File: config.mk
export PLATFORM = sky130hd
export DESIGN_NAME = gdm_top
export DESIGN_NICKNAME = d
export VERILOG_FILES = /design/src/common/gdm_pkg.sv /design/src/common/gdm_mux_if.sv /design/src/rtl/gdm_pin0_mux.sv /design/src/rtl/gdm_top.sv
export SDC_FILE = /design/constraint.sdc
export NUM_CORES = 1
export LEC_CHECK = 0
export BUFFER_PORTS_ARGS = -buffer_cell sky130_fd_sc_hd__buf_2
export CORE_UTILIZATION = 47
export CTS_BUF_LIST = sky130_fd_sc_hd__clkbuf_16
export DETAILED_ROUTE_END_ITERATION = 16
export PLACE_DENSITY = 0.75
export SYNTH_ARGS = -nofsm -noshare
export SYNTH_HDL_FRONTEND = slang
export SYNTH_HIERARCHICAL = 1
export SYNTH_SLANG_ARGS = --single-unit
File: constraint.sdc
create_clock -name clk -period 1.31 [get_ports clk]
set_clock_uncertainty 0.2 [all_clocks]
set_input_delay 0 -clock clk [delete_from_list [all_inputs] [get_ports clk]]
set_output_delay 0 -clock clk [all_outputs]
set_load 0.05 [all_outputs]
File: src/common/gdm_pkg.sv
// constants shared by the pin direction and function mux block
package gdm_pkg;

  // ****************************************************************
  // widths and counts
  // ****************************************************************
  localparam int unsigned NUM_PINS   = 3;
  localparam int unsigned ADDR_W     = 8;
  localparam int unsigned DATA_W     = 8;
  localparam int unsigned SEL_W      = 4;

  // ****************************************************************
  // register offsets
  // ****************************************************************
  localparam logic [ADDR_W-1:0] PIN_DIRECTION_CONTROL_OFF = 8'h60;
  localparam logic [ADDR_W-1:0] PIN0_FUNCTION_SELECT_OFF  = 8'h61;
  localparam logic [ADDR_W-1:0] PIN_USER_VALUE_OFF        = 8'h65;
  localparam logic [ADDR_W-1:0] PIN_LEVEL_STATUS_OFF      = 8'h66;

  // ****************************************************************
  // reset values
  // ****************************************************************
  localparam logic [DATA_W-1:0] PIN_DIRECTION_CONTROL_RST = 8'h00;
  localparam logic [DATA_W-1:0] PIN0_FUNCTION_SELECT_RST  = 8'h00;
  localparam logic [DATA_W-1:0] PIN_USER_VALUE_RST        = 8'h00;
  localparam logic [DATA_W-1:0] READ_IDLE_VALUE           = 8'h00;

  // ****************************************************************
  // field positions
  // ****************************************************************
  localparam int unsigned SEL_LSB        = 0;
  localparam int unsigned USER_VALUE_LSB = 0;

  // ****************************************************************
  // pin 0 function selector codes
  // ****************************************************************
  localparam logic [SEL_W-1:0] FUNC_OFF_LOW     = 4'h0;
  localparam logic [SEL_W-1:0] FUNC_USER_VALUE  = 4'h2;
  localparam logic [SEL_W-1:0] FUNC_MUTE_BOTH   = 4'h3;
  localparam logic [SEL_W-1:0] FUNC_MUTE_LEFT   = 4'h4;
  localparam logic [SEL_W-1:0] FUNC_MUTE_RIGHT  = 4'h5;
  localparam logic [SEL_W-1:0] FUNC_CLK_INVALID = 4'h6;
  localparam logic [SEL_W-1:0] FUNC_WARNING     = 4'h8;
  localparam logic [SEL_W-1:0] FUNC_SERIAL_DATA = 4'h9;
  localparam logic [SEL_W-1:0] FUNC_FAULT       = 4'hb;
  localparam logic [SEL_W-1:0] FUNC_SPI_MOSI    = 4'hc;

endpackage

File: src/common/gdm_mux_if.sv
// signals between the register block and the pin 0 function mux
interface gdm_mux_if;
  import gdm_pkg::*;

  logic [SEL_W-1:0] sel;
  logic             user_value;
  logic             mute_left;
  logic             mute_right;
  logic             clock_invalid;
  logic             warning_n;
  logic             fault_n;
  logic             serial_data;
  logic             spi_mosi;
  logic             mux_out;

  // register block side
  modport src (
    output sel, user_value, mute_left, mute_right, clock_invalid,
           warning_n, fault_n, serial_data, spi_mosi,
    input  mux_out
  );

  // mux side
  modport mux (
    input  sel, user_value, mute_left, mute_right, clock_invalid,
           warning_n, fault_n, serial_data, spi_mosi,
    output mux_out
  );

endinterface

File: src/rtl/gdm_pin0_mux.sv
// pin 0 function selector, purely combinational
module gdm_pin0_mux (
  // selector and sources
  gdm_mux_if.mux m
);
  import gdm_pkg::*;

  // ****************************************************************
  // function decode
  // ****************************************************************

  // pick one source from the 4-bit code
  always_comb begin
    case (m.sel)
      FUNC_OFF_LOW:     m.mux_out = 1'b0;                       // see (RQ4)
      FUNC_USER_VALUE:  m.mux_out = m.user_value;               // see (RQ4)
      FUNC_MUTE_BOTH:   m.mux_out = m.mute_left & m.mute_right; // see (RQ5)
      FUNC_MUTE_LEFT:   m.mux_out = m.mute_left;                // see (RQ6)
      FUNC_MUTE_RIGHT:  m.mux_out = m.mute_right;               // see (RQ6)
      FUNC_CLK_INVALID: m.mux_out = m.clock_invalid;            // see (RQ7)
      FUNC_WARNING:     m.mux_out = m.warning_n;                // see (RQ8)
      FUNC_SERIAL_DATA: m.mux_out = m.serial_data;              // see (RQ9)
      FUNC_FAULT:       m.mux_out = m.fault_n;                  // see (RQ10)
      FUNC_SPI_MOSI:    m.mux_out = m.spi_mosi;                 // see (RQ11)
      default:          m.mux_out = 1'b0;                       // see (RQ12)
    endcase
  end

endmodule

File: src/rtl/gdm_top.sv
// register file, direction control and pin drivers for three general pins
//
// What this block does
// (RQ1) Each of the three pins has its own direction bit, bit n for pin n, where 0 means input and 1 means output.
// (RQ2) The direction register sits at 60h and resets to 00h so every pin starts as an input.
// (RQ3) The pin 0 selector is bits 3-0 of the register at 61h, reset 00h, with the upper four bits kept as read/write.
// (RQ4) Code 0000 drives pin 0 low and code 0010 drives it with the user value held in the register at 65h.
// (RQ5) Code 0011 drives pin 0 with a flag that is high only while both channels are auto-muted.
// (RQ6) Code 0100 drives pin 0 with the left auto-mute flag and code 0101 with the right one.
// (RQ7) Code 0110 drives pin 0 with the clock-invalid flag for a clock error or missing clock.
// (RQ8) Code 1000 drives pin 0 with the active-low warning output.
// (RQ9) Code 1001 routes the serial audio data output onto pin 0.
// (RQ10) Code 1011 drives pin 0 with the active-low fault output.
// (RQ11) Code 1100 makes pin 0 carry the SPI master data-out line used for coefficient loading.
// (RQ12) Any other code drives pin 0 low, and a function reaches the pin only while the pin is set as an output.
module gdm_top #(
  parameter int unsigned PINS = gdm_pkg::NUM_PINS
) (
  // clock and reset
  input  wire logic                       clk,
  input  wire logic                       nrst,

  // register access port
  input  wire logic [gdm_pkg::ADDR_W-1:0] reg_addr,
  input  wire logic                       reg_wr_en,
  input  wire logic [gdm_pkg::DATA_W-1:0] reg_wr_data,
  input  wire logic                       reg_rd_en,
  output logic      [gdm_pkg::DATA_W-1:0] reg_rd_data,
  output logic                            reg_rd_valid,

  // internal status sources for pin 0
  input  wire logic                       mute_left,
  input  wire logic                       mute_right,
  input  wire logic                       clock_invalid,
  input  wire logic                       warning_out_n,
  input  wire logic                       fault_out_n,
  input  wire logic                       serial_audio_data_out,
  input  wire logic                       spi_mosi,

  // general pins, three signals each
  input  wire logic [PINS-1:0]            general_pin_in,
  output logic      [PINS-1:0]            general_pin_out,
  output logic      [PINS-1:0]            general_pin_oe,

  // direction bits as seen by the rest of the device
  output logic                            pin0_output_enable,
  output logic                            pin1_output_enable,
  output logic                            pin2_output_enable
);
  import gdm_pkg::*;

  // ****************************************************************
  // register map
  // ****************************************************************
  // 60h  direction bits, bit n sets pin n as output
  // 61h  pin 0 function code in bits 3-0
  // 65h  user drive values, bit n for pin n
  // 66h  sampled pin levels, read only
  // any other offset reads as zero and ignores writes
  // all stored bits read back, reserved ones included

  // ****************************************************************
  // helpers
  // ****************************************************************

  // true when an access targets the given offset
  function automatic logic addr_hit(
    input logic [ADDR_W-1:0] addr,
    input logic [ADDR_W-1:0] offset
  );
    addr_hit = (addr == offset);
  endfunction

  // widen the sampled pin levels to a register byte, upper bits zero
  function automatic logic [DATA_W-1:0] level_byte(
    input logic [PINS-1:0] levels
  );
    level_byte = {{(DATA_W-PINS){1'b0}}, levels};
  endfunction

  // drive value of one pin, held low while the pin is an input
  function automatic logic gated_drive(
    input logic dir_bit,
    input logic value
  );
    gated_drive = dir_bit & value;
  endfunction

  // ****************************************************************
  // declarations
  // ****************************************************************

  // software-visible registers
  logic [DATA_W-1:0] dir_ctrl_reg;
  logic [DATA_W-1:0] dir_ctrl_next;
  logic [DATA_W-1:0] func_sel_reg;
  logic [DATA_W-1:0] func_sel_next;
  logic [DATA_W-1:0] user_value_reg;
  logic [DATA_W-1:0] user_value_next;

  // sampled pin levels for readback
  logic [PINS-1:0]   pin_level_reg;
  logic [PINS-1:0]   pin_level_next;

  // read answer
  logic [DATA_W-1:0] rd_data_reg;
  logic [DATA_W-1:0] rd_data_next;
  logic              rd_valid_reg;
  logic              rd_valid_next;

  // pin drivers
  logic [PINS-1:0]   pin_out_reg;
  logic [PINS-1:0]   pin_out_next;
  logic [PINS-1:0]   pin_oe_reg;
  logic [PINS-1:0]   pin_oe_next;

  // value each pin would drive as an output
  logic [PINS-1:0]   pin_func_value;

  // write decode
  logic              wr_dir;
  logic              wr_sel;
  logic              wr_user;

  // link to the function mux
  gdm_mux_if mux_link ();

  // ****************************************************************
  // write decode
  // ****************************************************************

  // one strobe per writable register
  always_comb begin
    wr_dir  = 1'b0;
    wr_sel  = 1'b0;
    wr_user = 1'b0;
    if (reg_wr_en && addr_hit(reg_addr, PIN_DIRECTION_CONTROL_OFF)) begin
      wr_dir = 1'b1;  // see (RQ2)
    end else if (reg_wr_en && addr_hit(reg_addr, PIN0_FUNCTION_SELECT_OFF)) begin
      wr_sel = 1'b1;  // see (RQ3)
    end else if (reg_wr_en && addr_hit(reg_addr, PIN_USER_VALUE_OFF)) begin
      wr_user = 1'b1; // see (RQ4)
    end
  end

  // ****************************************************************
  // configuration registers
  // ****************************************************************

  // next values: full byte stored, reserved bits kept read/write
  always_comb begin
    dir_ctrl_next   = dir_ctrl_reg;
    func_sel_next   = func_sel_reg;
    user_value_next = user_value_reg;
    if (wr_dir) begin
      dir_ctrl_next = reg_wr_data;   // see (RQ1)
    end
    if (wr_sel) begin
      func_sel_next = reg_wr_data;   // see (RQ3)
    end
    if (wr_user) begin
      user_value_next = reg_wr_data; // see (RQ4)
    end
  end

  // register the configuration
  always_ff @(posedge clk or negedge nrst) begin
    if (!nrst) begin
      dir_ctrl_reg   <= PIN_DIRECTION_CONTROL_RST; // see (RQ2)
      func_sel_reg   <= PIN0_FUNCTION_SELECT_RST;  // see (RQ3)
      user_value_reg <= PIN_USER_VALUE_RST;
    end else begin
      dir_ctrl_reg   <= dir_ctrl_next;
      func_sel_reg   <= func_sel_next;
      user_value_reg <= user_value_next;
    end
  end

  // ****************************************************************
  // pin level sampling
  // ****************************************************************

  // pins are synchronous to clk, sampled every cycle
  always_comb begin
    pin_level_next = general_pin_in;
  end

  // register the sampled levels
  always_ff @(posedge clk or negedge nrst) begin
    if (!nrst) begin
      pin_level_reg <= '0;
    end else begin
      pin_level_reg <= pin_level_next;
    end
  end

  // ****************************************************************
  // read path
  // ****************************************************************

  // answer the addressed register, unmapped reads give zero
  // a write in the same cycle shows only on the next read
  always_comb begin
    rd_data_next  = rd_data_reg;
    rd_valid_next = reg_rd_en;
    if (reg_rd_en) begin
      if (addr_hit(reg_addr, PIN_DIRECTION_CONTROL_OFF)) begin
        rd_data_next = dir_ctrl_reg;
      end else if (addr_hit(reg_addr, PIN0_FUNCTION_SELECT_OFF)) begin
        rd_data_next = func_sel_reg;
      end else if (addr_hit(reg_addr, PIN_USER_VALUE_OFF)) begin
        rd_data_next = user_value_reg;
      end else if (addr_hit(reg_addr, PIN_LEVEL_STATUS_OFF)) begin
        rd_data_next = level_byte(pin_level_reg);
      end else begin
        rd_data_next = READ_IDLE_VALUE;
      end
    end
  end

  // register the answer
  always_ff @(posedge clk or negedge nrst) begin
    if (!nrst) begin
      rd_data_reg  <= READ_IDLE_VALUE;
      rd_valid_reg <= 1'b0;
    end else begin
      rd_data_reg  <= rd_data_next;
      rd_valid_reg <= rd_valid_next;
    end
  end

  // ****************************************************************
  // pin 0 function mux
  // ****************************************************************

  // feed the selector and sources
  assign mux_link.sel           = func_sel_reg[SEL_LSB +: SEL_W];  // see (RQ3)
  assign mux_link.user_value    = user_value_reg[USER_VALUE_LSB];  // see (RQ4)
  assign mux_link.mute_left     = mute_left;
  assign mux_link.mute_right    = mute_right;
  assign mux_link.clock_invalid = clock_invalid;
  assign mux_link.warning_n     = warning_out_n;
  assign mux_link.fault_n       = fault_out_n;
  assign mux_link.serial_data   = serial_audio_data_out;
  assign mux_link.spi_mosi      = spi_mosi;

  // combinational code decode
  gdm_pin0_mux u_pin0_mux (
    .m (mux_link.mux)
  );

  // ****************************************************************
  // pin function values
  // ****************************************************************

  // pin 0 from the mux, other pins from their user value bits
  always_comb begin
    pin_func_value    = user_value_reg[USER_VALUE_LSB +: PINS];
    pin_func_value[0] = mux_link.mux_out;
  end

  // ****************************************************************
  // pin drivers
  // ****************************************************************

  // one direction bit and one driver per pin
  genvar gi;
  generate
    for (gi = 0; gi < PINS; gi++) begin : g_pin
      // drive only while set as output, hold low otherwise
      always_comb begin
        pin_oe_next[gi]  = dir_ctrl_reg[gi];                        // see (RQ1)
        pin_out_next[gi] = gated_drive(dir_ctrl_reg[gi], pin_func_value[gi]); // see (RQ12)
      end

      // register the driver state
      always_ff @(posedge clk or negedge nrst) begin
        if (!nrst) begin
          pin_oe_reg[gi]  <= 1'b0; // see (RQ2)
          pin_out_reg[gi] <= 1'b0;
        end else begin
          pin_oe_reg[gi]  <= pin_oe_next[gi];
          pin_out_reg[gi] <= pin_out_next[gi];
        end
      end
    end
  endgenerate

  // ****************************************************************
  // outputs
  // ****************************************************************

  // register bus answer, straight from flip-flops
  assign reg_rd_data        = rd_data_reg;
  assign reg_rd_valid       = rd_valid_reg;

  // pin drivers and direction copies, straight from flip-flops
  assign general_pin_out    = pin_out_reg;
  assign general_pin_oe     = pin_oe_reg;
  assign pin0_output_enable = pin_oe_reg[0];
  assign pin1_output_enable = pin_oe_reg[1];
  assign pin2_output_enable = pin_oe_reg[2];

endmodule

Word-level counts from Yosys, hierarchy flattened
Index checks and enable logic that the tools add are counted.
{"block": "op_classes", "n_bitwise": 4, "eq_ne": 13, "reduce_logical": 3, "n_mux": 11}
{"op": "$eq A8 B7 Y1 const B", "count": 4}
{"op": "$mux W8", "count": 3}
{"op": "$eq A4 B4 Y1 const B", "count": 4}
{"op": "$eq A4 B3 Y1 const B", "count": 3}
{"op": "$pmux W1 S9", "count": 1}
{"op": "$eq A4 B2 Y1 const B", "count": 2}
{"op": "$mux W1", "count": 6}
{"op": "$and A1 B1 Y1", "count": 4}
{"op": "$logic_and A1 B1 Y1", "count": 3}
{"op": "$mux W3", "count": 1}
{"block": "word_totals", "elab_cells": 43, "reg_bits": 42, "inputBits": 30, "output_inout_bits": 18}

Longest topological paths before layout
{"block": "logic_depth", "word_depth": 5, "ltp_mapped": 5, "depth_no_buf": 5}

Hierarchy
Netlist, hierarchy kept.
{"mod": "gdm_top", "cells_each": 141, "seq_area_each_um2": 1051.0, "area_per_inst_um2": 1808.0, "n_inst": 1}
{"mod": "gdm_pin0_mux", "cells_each": 16, "seq_area_each_um2": 0.0, "area_per_inst_um2": 88.8, "n_inst": 1}

Least setup slack after synthesis
No wires, ideal clock.
{"block": "synth_timing", "kind": "in2reg", "from": "in reg_addr[4] in the netlist's numbering", "to": "reg user_value_reg[0]", "path_slack_ps": -157, "path_buffers": 1, "setup_ps": 125, "stages": 5, "required_time_ps": 985, "t_arrival_ps": 1142, "cell_sequence": "nand4bb_4 > nor3b_1 > and4b_1 > buf_4 > mux2_2"}
{"block": "synth_via", "elab_chain_cells": 5, "elab_cells_between_ends": 9, "classes_between": "3 x eq/ne; 3 x mux; 3 x reduce/logical"}
{"element": "start: declaration", "line": "gdm_top.sv:24", "rtl": "input wire logic [gdm_pkg::ADDR_W-1:0] reg_addr,"}
{"element": "$eq A8 B7 Y1", "line": "gdm_top.sv:71", "rtl": "addr_hit = (addr == offset);"}
{"element": "$logic_and A1 B1 Y1", "line": "gdm_top.sv:141", "rtl": "end else if (reg_wr_en && addr_hit(reg_addr, PIN_USER_VALUE_OFF)) begin"}
{"element": "$mux W1", "line": "gdm_top.sv:141"}
{"element": "$mux W1", "line": "gdm_top.sv:139", "rtl": "end else if (reg_wr_en && addr_hit(reg_addr, PIN0_FUNCTION_SELECT_OFF)) begin"}
{"element": "$mux W1 (*)", "line": "gdm_top.sv:137", "rtl": "if (reg_wr_en && addr_hit(reg_addr, PIN_DIRECTION_CONTROL_OFF)) begin"}
{"element": "end signal: assignment", "line": "gdm_top.sv:175", "rtl": "user_value_reg <= user_value_next;"}
{"element": "end: declaration", "line": "gdm_top.sv:98", "rtl": "logic [DATA_W-1:0] user_value_reg;"}
Mark *: on every way between the ends. The rest lies on a longest branch, timed or not.
A chain may end at the register's enable or synchronous reset.

Worst setup path in the final report
{"block": "layout_timing", "from": "reg func_sel_reg[0]", "to": "reg pin_out_reg[0], in the netlist general_pin_out[0]"}
{"block": "layout_via", "elab_chain_cells": 3, "elab_cells_between_ends": 11, "classes_between": "9 x eq/ne; 1 x mux; 1 x bitwise"}
{"element": "start: declaration", "line": "gdm_top.sv:96", "rtl": "logic [DATA_W-1:0] func_sel_reg;"}
{"element": "start signal: assignment", "line": "gdm_top.sv:174", "rtl": "func_sel_reg <= func_sel_next;"}
{"element": "$eq A4 B4 Y1, or another cell as far along", "line": "gdm_pin0_mux.sv:14", "rtl": "case (m.sel)"}
{"element": "$pmux W1 S9 (*)", "line": "gdm_pin0_mux.sv:14"}
{"element": "named net mux_link.mux_out", "line": "gdm_mux_if.sv:14", "rtl": "logic mux_out;"}
{"element": "$and A1 B1 Y1 (*)", "line": "gdm_top.sv:86", "rtl": "gated_drive = dir_bit & value;"}
{"element": "named net pin_out_next[0]", "line": "gdm_top.sv:113", "rtl": "logic [PINS-1:0] pin_out_next;"}
{"element": "end signal: indexed assignment", "line": "gdm_top.sv:283", "rtl": "pin_out_reg[gi] <= pin_out_next[gi];"}
{"element": "end: declaration", "line": "gdm_top.sv:112", "rtl": "logic [PINS-1:0] pin_out_reg;"}
Mark *: on every way through the listed nets, which the timed path passes. The rest lies on a longest branch.

==> results.txt <==
----------------------------------------------------
[Logic synthesis]
  EDFF count, synth ... 0
  Multiplexer share of the synthesized area ... 0.142
  Share of async-settable or async-resettable flops after synthesis ... 1.00
  Yosys Warn Count ... 6
  Fraction of the mapped netlist area in adder cells ... 0
  Sequential share of the synthesized area ... 0.554
  Total of flip-flops plus latches after synthesis ... 42
  Area share of and/or/nand/nor cells after synthesis ... 0.164
  Post-Syn Nets ... 187
  Mean Syn Cell Area ... 12.1 um2
  Top flip-flop cell by instance count after synthesis ... sky130_fd_sc_hd__dfrtp_1
  Area of the mapped netlist ... 1900 um2
  Post-Syn Instances ... 157
  Yosys cell types ... 36
  Share of Yosys cell area claimed by the top area cell type ... 0.554
  Top post-synthesis cells by area ... sky130_fd_sc_hd__dfrtp_1 55%, sky130_fd_sc_hd__mux2_2 14%, sky130_fd_sc_hd__nand2_1 2.6%
  Area share of xor/xnor cells in the synthesized design ... 0
  Compound-gate portion of the synthesized area ... 0.102
  Combinational family with the most area after synthesis ... simple AND/OR/NAND/NOR gates
  Library cell occupying the most area in the post-synthesis netlist ... sky130_fd_sc_hd__dfrtp_1

[Place]
  HPWL after detailed placement ... 3130 um
  Area of placed instances ... 2340 um2
  Final RePlAce weighted congestion ... 0.760
  I/O Buffers ... 47

[Route]
  Violation count after the first detailed-routing iteration ... 52
  Length of the first detailed-routing pass in iterations ... 4
  Final wirelength ... 4920 um
  Routed wirelength normalized by instance count ... 17.2 um
  Via count ... 1574
  Vias per cell ... 5.50
  Count of antenna-violating nets left after detailed routing ... 0
  DR DRC count ... 0

[Finish]
  Share of cells above drive strength 1 ... 0.483
  Most frequent cells in the layout ... 46 x sky130_fd_sc_hd__buf_2, 40 x sky130_fd_sc_hd__dfrtp_1, 16 x sky130_fd_sc_hd__mux2_4
  Number of inserted filler cells in the final layout ... 255
  Signed area change from the synthesized netlist to the final layout ... 46.5%
  Antenna cells ... 0
  Most common library cell in the layout ignoring fill and taps ... sky130_fd_sc_hd__buf_2
  Final layout net count ... 267
  Footprint of the multi-input gates ... 898 um2
  Final design area excluding fillers ... 2780 um2
  Storage element area ... 1050 um2

[Global route]
  Global router's overall resource usage ... 0.248
  Global-route met2 utilization ... 0.419
  Global-route wire length before repair ... 7930 um
  Met3 track utilization from global routing ... 0.0556
  Largest net degree at the start of global routing ... 43
  Total global routing overflow ... 0
  Number of global-route vias before repair ... 1666
  Number of antenna violations at the first check in global routing ... 0
  Met1 usage in global routing ... 0.309
  GRT busiest layer ... met2

[Setup path]
  Startpoint type of the worst setup path ... register
  Maximum fanout encountered on the critical timing path ... 6
  Critical path data required time ... 1320 ps
  Data arrival, critical path ... 1470 ps
  Kind of end point of the critical path ... register
  Setup Crit Path Kind ... reg2reg

[Timing]
  Final setup vio count ... 11
  Slew at the pin closest to its max-slew limit ... 302 ps
  Setup repair after global routing missed its margin ... yes
  Final hold vios ... 0
  Post-layout min period ... 1460 ps
  Relative max-transition margin ... 0.797
  Number of max-slew violations in the final report ... 0
  Setup ws final ... -146 ps
  Portion of the clock cycle consumed by the worst path in the final layout ... 1.11
  Worst hold-check slack ... 25.8 ps
  Max Clock Freq ... 0.687 GHz

[Outcome]
  Run status ... finished with violations
  Violated checks ... setup timing

[CTS]
  Worst-case clock buffer depth ... 2
  Clk sinks ... 42
  CTS H-tree lvls ... 2
  CTS clock-pin slew for the worst setup and hold paths ... 60 ps
  Clock tree from TritonCTS ... built
  Clock latency of the later-clocked register in the worst-skew pair ... 280 ps
  Num CTS Buffers ... 5
  Root cell of the clock tree ... sky130_fd_sc_hd__clkbuf_16

[Pwr]
  Leak ... 1.36 nW
  Power Density ... 1150 nW/um2
  Peak supply drop ... 1060 uV

[Floorplanning]
  Floorplan die area ... 4290 um2
  CORE AREA ... 3770 um2
  Die width ... 65.5 um
  Number of ports placed on the die boundary ... 48
  Initial Utilization ... 0.503
  Floorplan die height ... 65.5 um
  Floorplan row count ... 22

[Run]
  Max_cap viols ... 0

[Min path]
  Class of the most critical hold timing path ... in2async

----------------------------------------------------
## kinds of logic after synthesis
logic type	Yosys count
buf+inv	14
flops	42
simple gates	49
mux	24
compound gates	28
## area by class of cell
cell class | instances | share of cell area
inverters | 6 | 0.00810
flip-flops and latches | 42 | 0.379
repair buffers | 81 | 0.208
well taps | 48 | 0.0216
multi-input cells | 101 | 0.323
clock buffers | 5 | 0.0450
clock inverters | 3 | 0.0149
## cell usage after synthesis (3+ instances only)
library cell                n
sky130_fd_sc_hd__nor2_1    12
sky130_fd_sc_hd__and2_1     3
sky130_fd_sc_hd__nand2b_1   4
sky130_fd_sc_hd__a22oi_1    4
sky130_fd_sc_hd__buf_4      5
sky130_fd_sc_hd__mux2_2    23
sky130_fd_sc_hd__o211ai_1   5
sky130_fd_sc_hd__a21oi_1    4
sky130_fd_sc_hd__nand2_1   13
sky130_fd_sc_hd__o22ai_1    6
sky130_fd_sc_hd__inv_1      6
sky130_fd_sc_hd__dfrtp_1   42
## where the power goes
group | internal (mW) | switching [mW] | leakage, nW
clock network | 0.892 | 0.496 | 0.0812
logic | 0.188 | 0.212 | 0.712
registers | 1.35 | 0.0427 | 0.565
total | 2.43 | 0.751 | 1.36
## through the flow
| stage | power (mW) | utilization | TNS [ps] | worst slack [ps] | cells |
|---|---|---|---|---|---|
| floorplan | 1.58 | - | -1850 | -118 | 157 |
| CTS | 3.17 | 0.711 | -99.3 | -78.0 | 284 |
| detailed placement | 1.74 | 0.620 | -7830 | -323 | 261 |
| global placement | 1.72 | 0.620 | -6410 | -248 | 261 |
| global route | 3.28 | 0.737 | -1270 | -183 | 286 |
| finish | 3.18 | 0.737 | -534 | -146 | 286 |
## routing by layer
| layer | vias up | wire length, um |
|---|---|---|
| li1 | 722 | - |
| met1 | 799 | 2140 |
| met2 | 43 | 2530 |
| met3 | 10 | 164 |
| met4 | 0 | 88 |
| met5 | - | 0 |
## critical path, cell delays in order, from the launching register on
cell and delay [ps]:
sky130_fd_sc_hd__dfrtp_2 460, sky130_fd_sc_hd__buf_6 150, sky130_fd_sc_hd__a21oi_2 140, sky130_fd_sc_hd__a22oi_2 100, sky130_fd_sc_hd__a211oi_2 160, sky130_fd_sc_hd__and2_1 170
## path summary, 6_finish.rpt
check,cells past startpoint,startpoint,endpoint,slack (ps)
hold / removal,3,nrst,reg_rd_data[1],30
setup / recovery,5,func_sel_reg[0],general_pin_out[0],-150
hold reg to reg,0,dir_ctrl_reg[2],pin2_output_enable,240
min in group clk,5,reg_addr[2],reg_rd_data[6],30
max in group asynchronous,3,nrst,func_sel_reg[0],670
setup reg to reg,5,func_sel_reg[0],general_pin_out[0],-150
## repair_timing
action                                  CTS  global route
setup buffers                             1             1
resized for setup                         9            18
pin swaps                                 7             9
hold buffers                             14             1
endpoints found under the hold margin    73             8
endpoints found under the setup margin    9            22
Power figures use the tool's default switching activity.
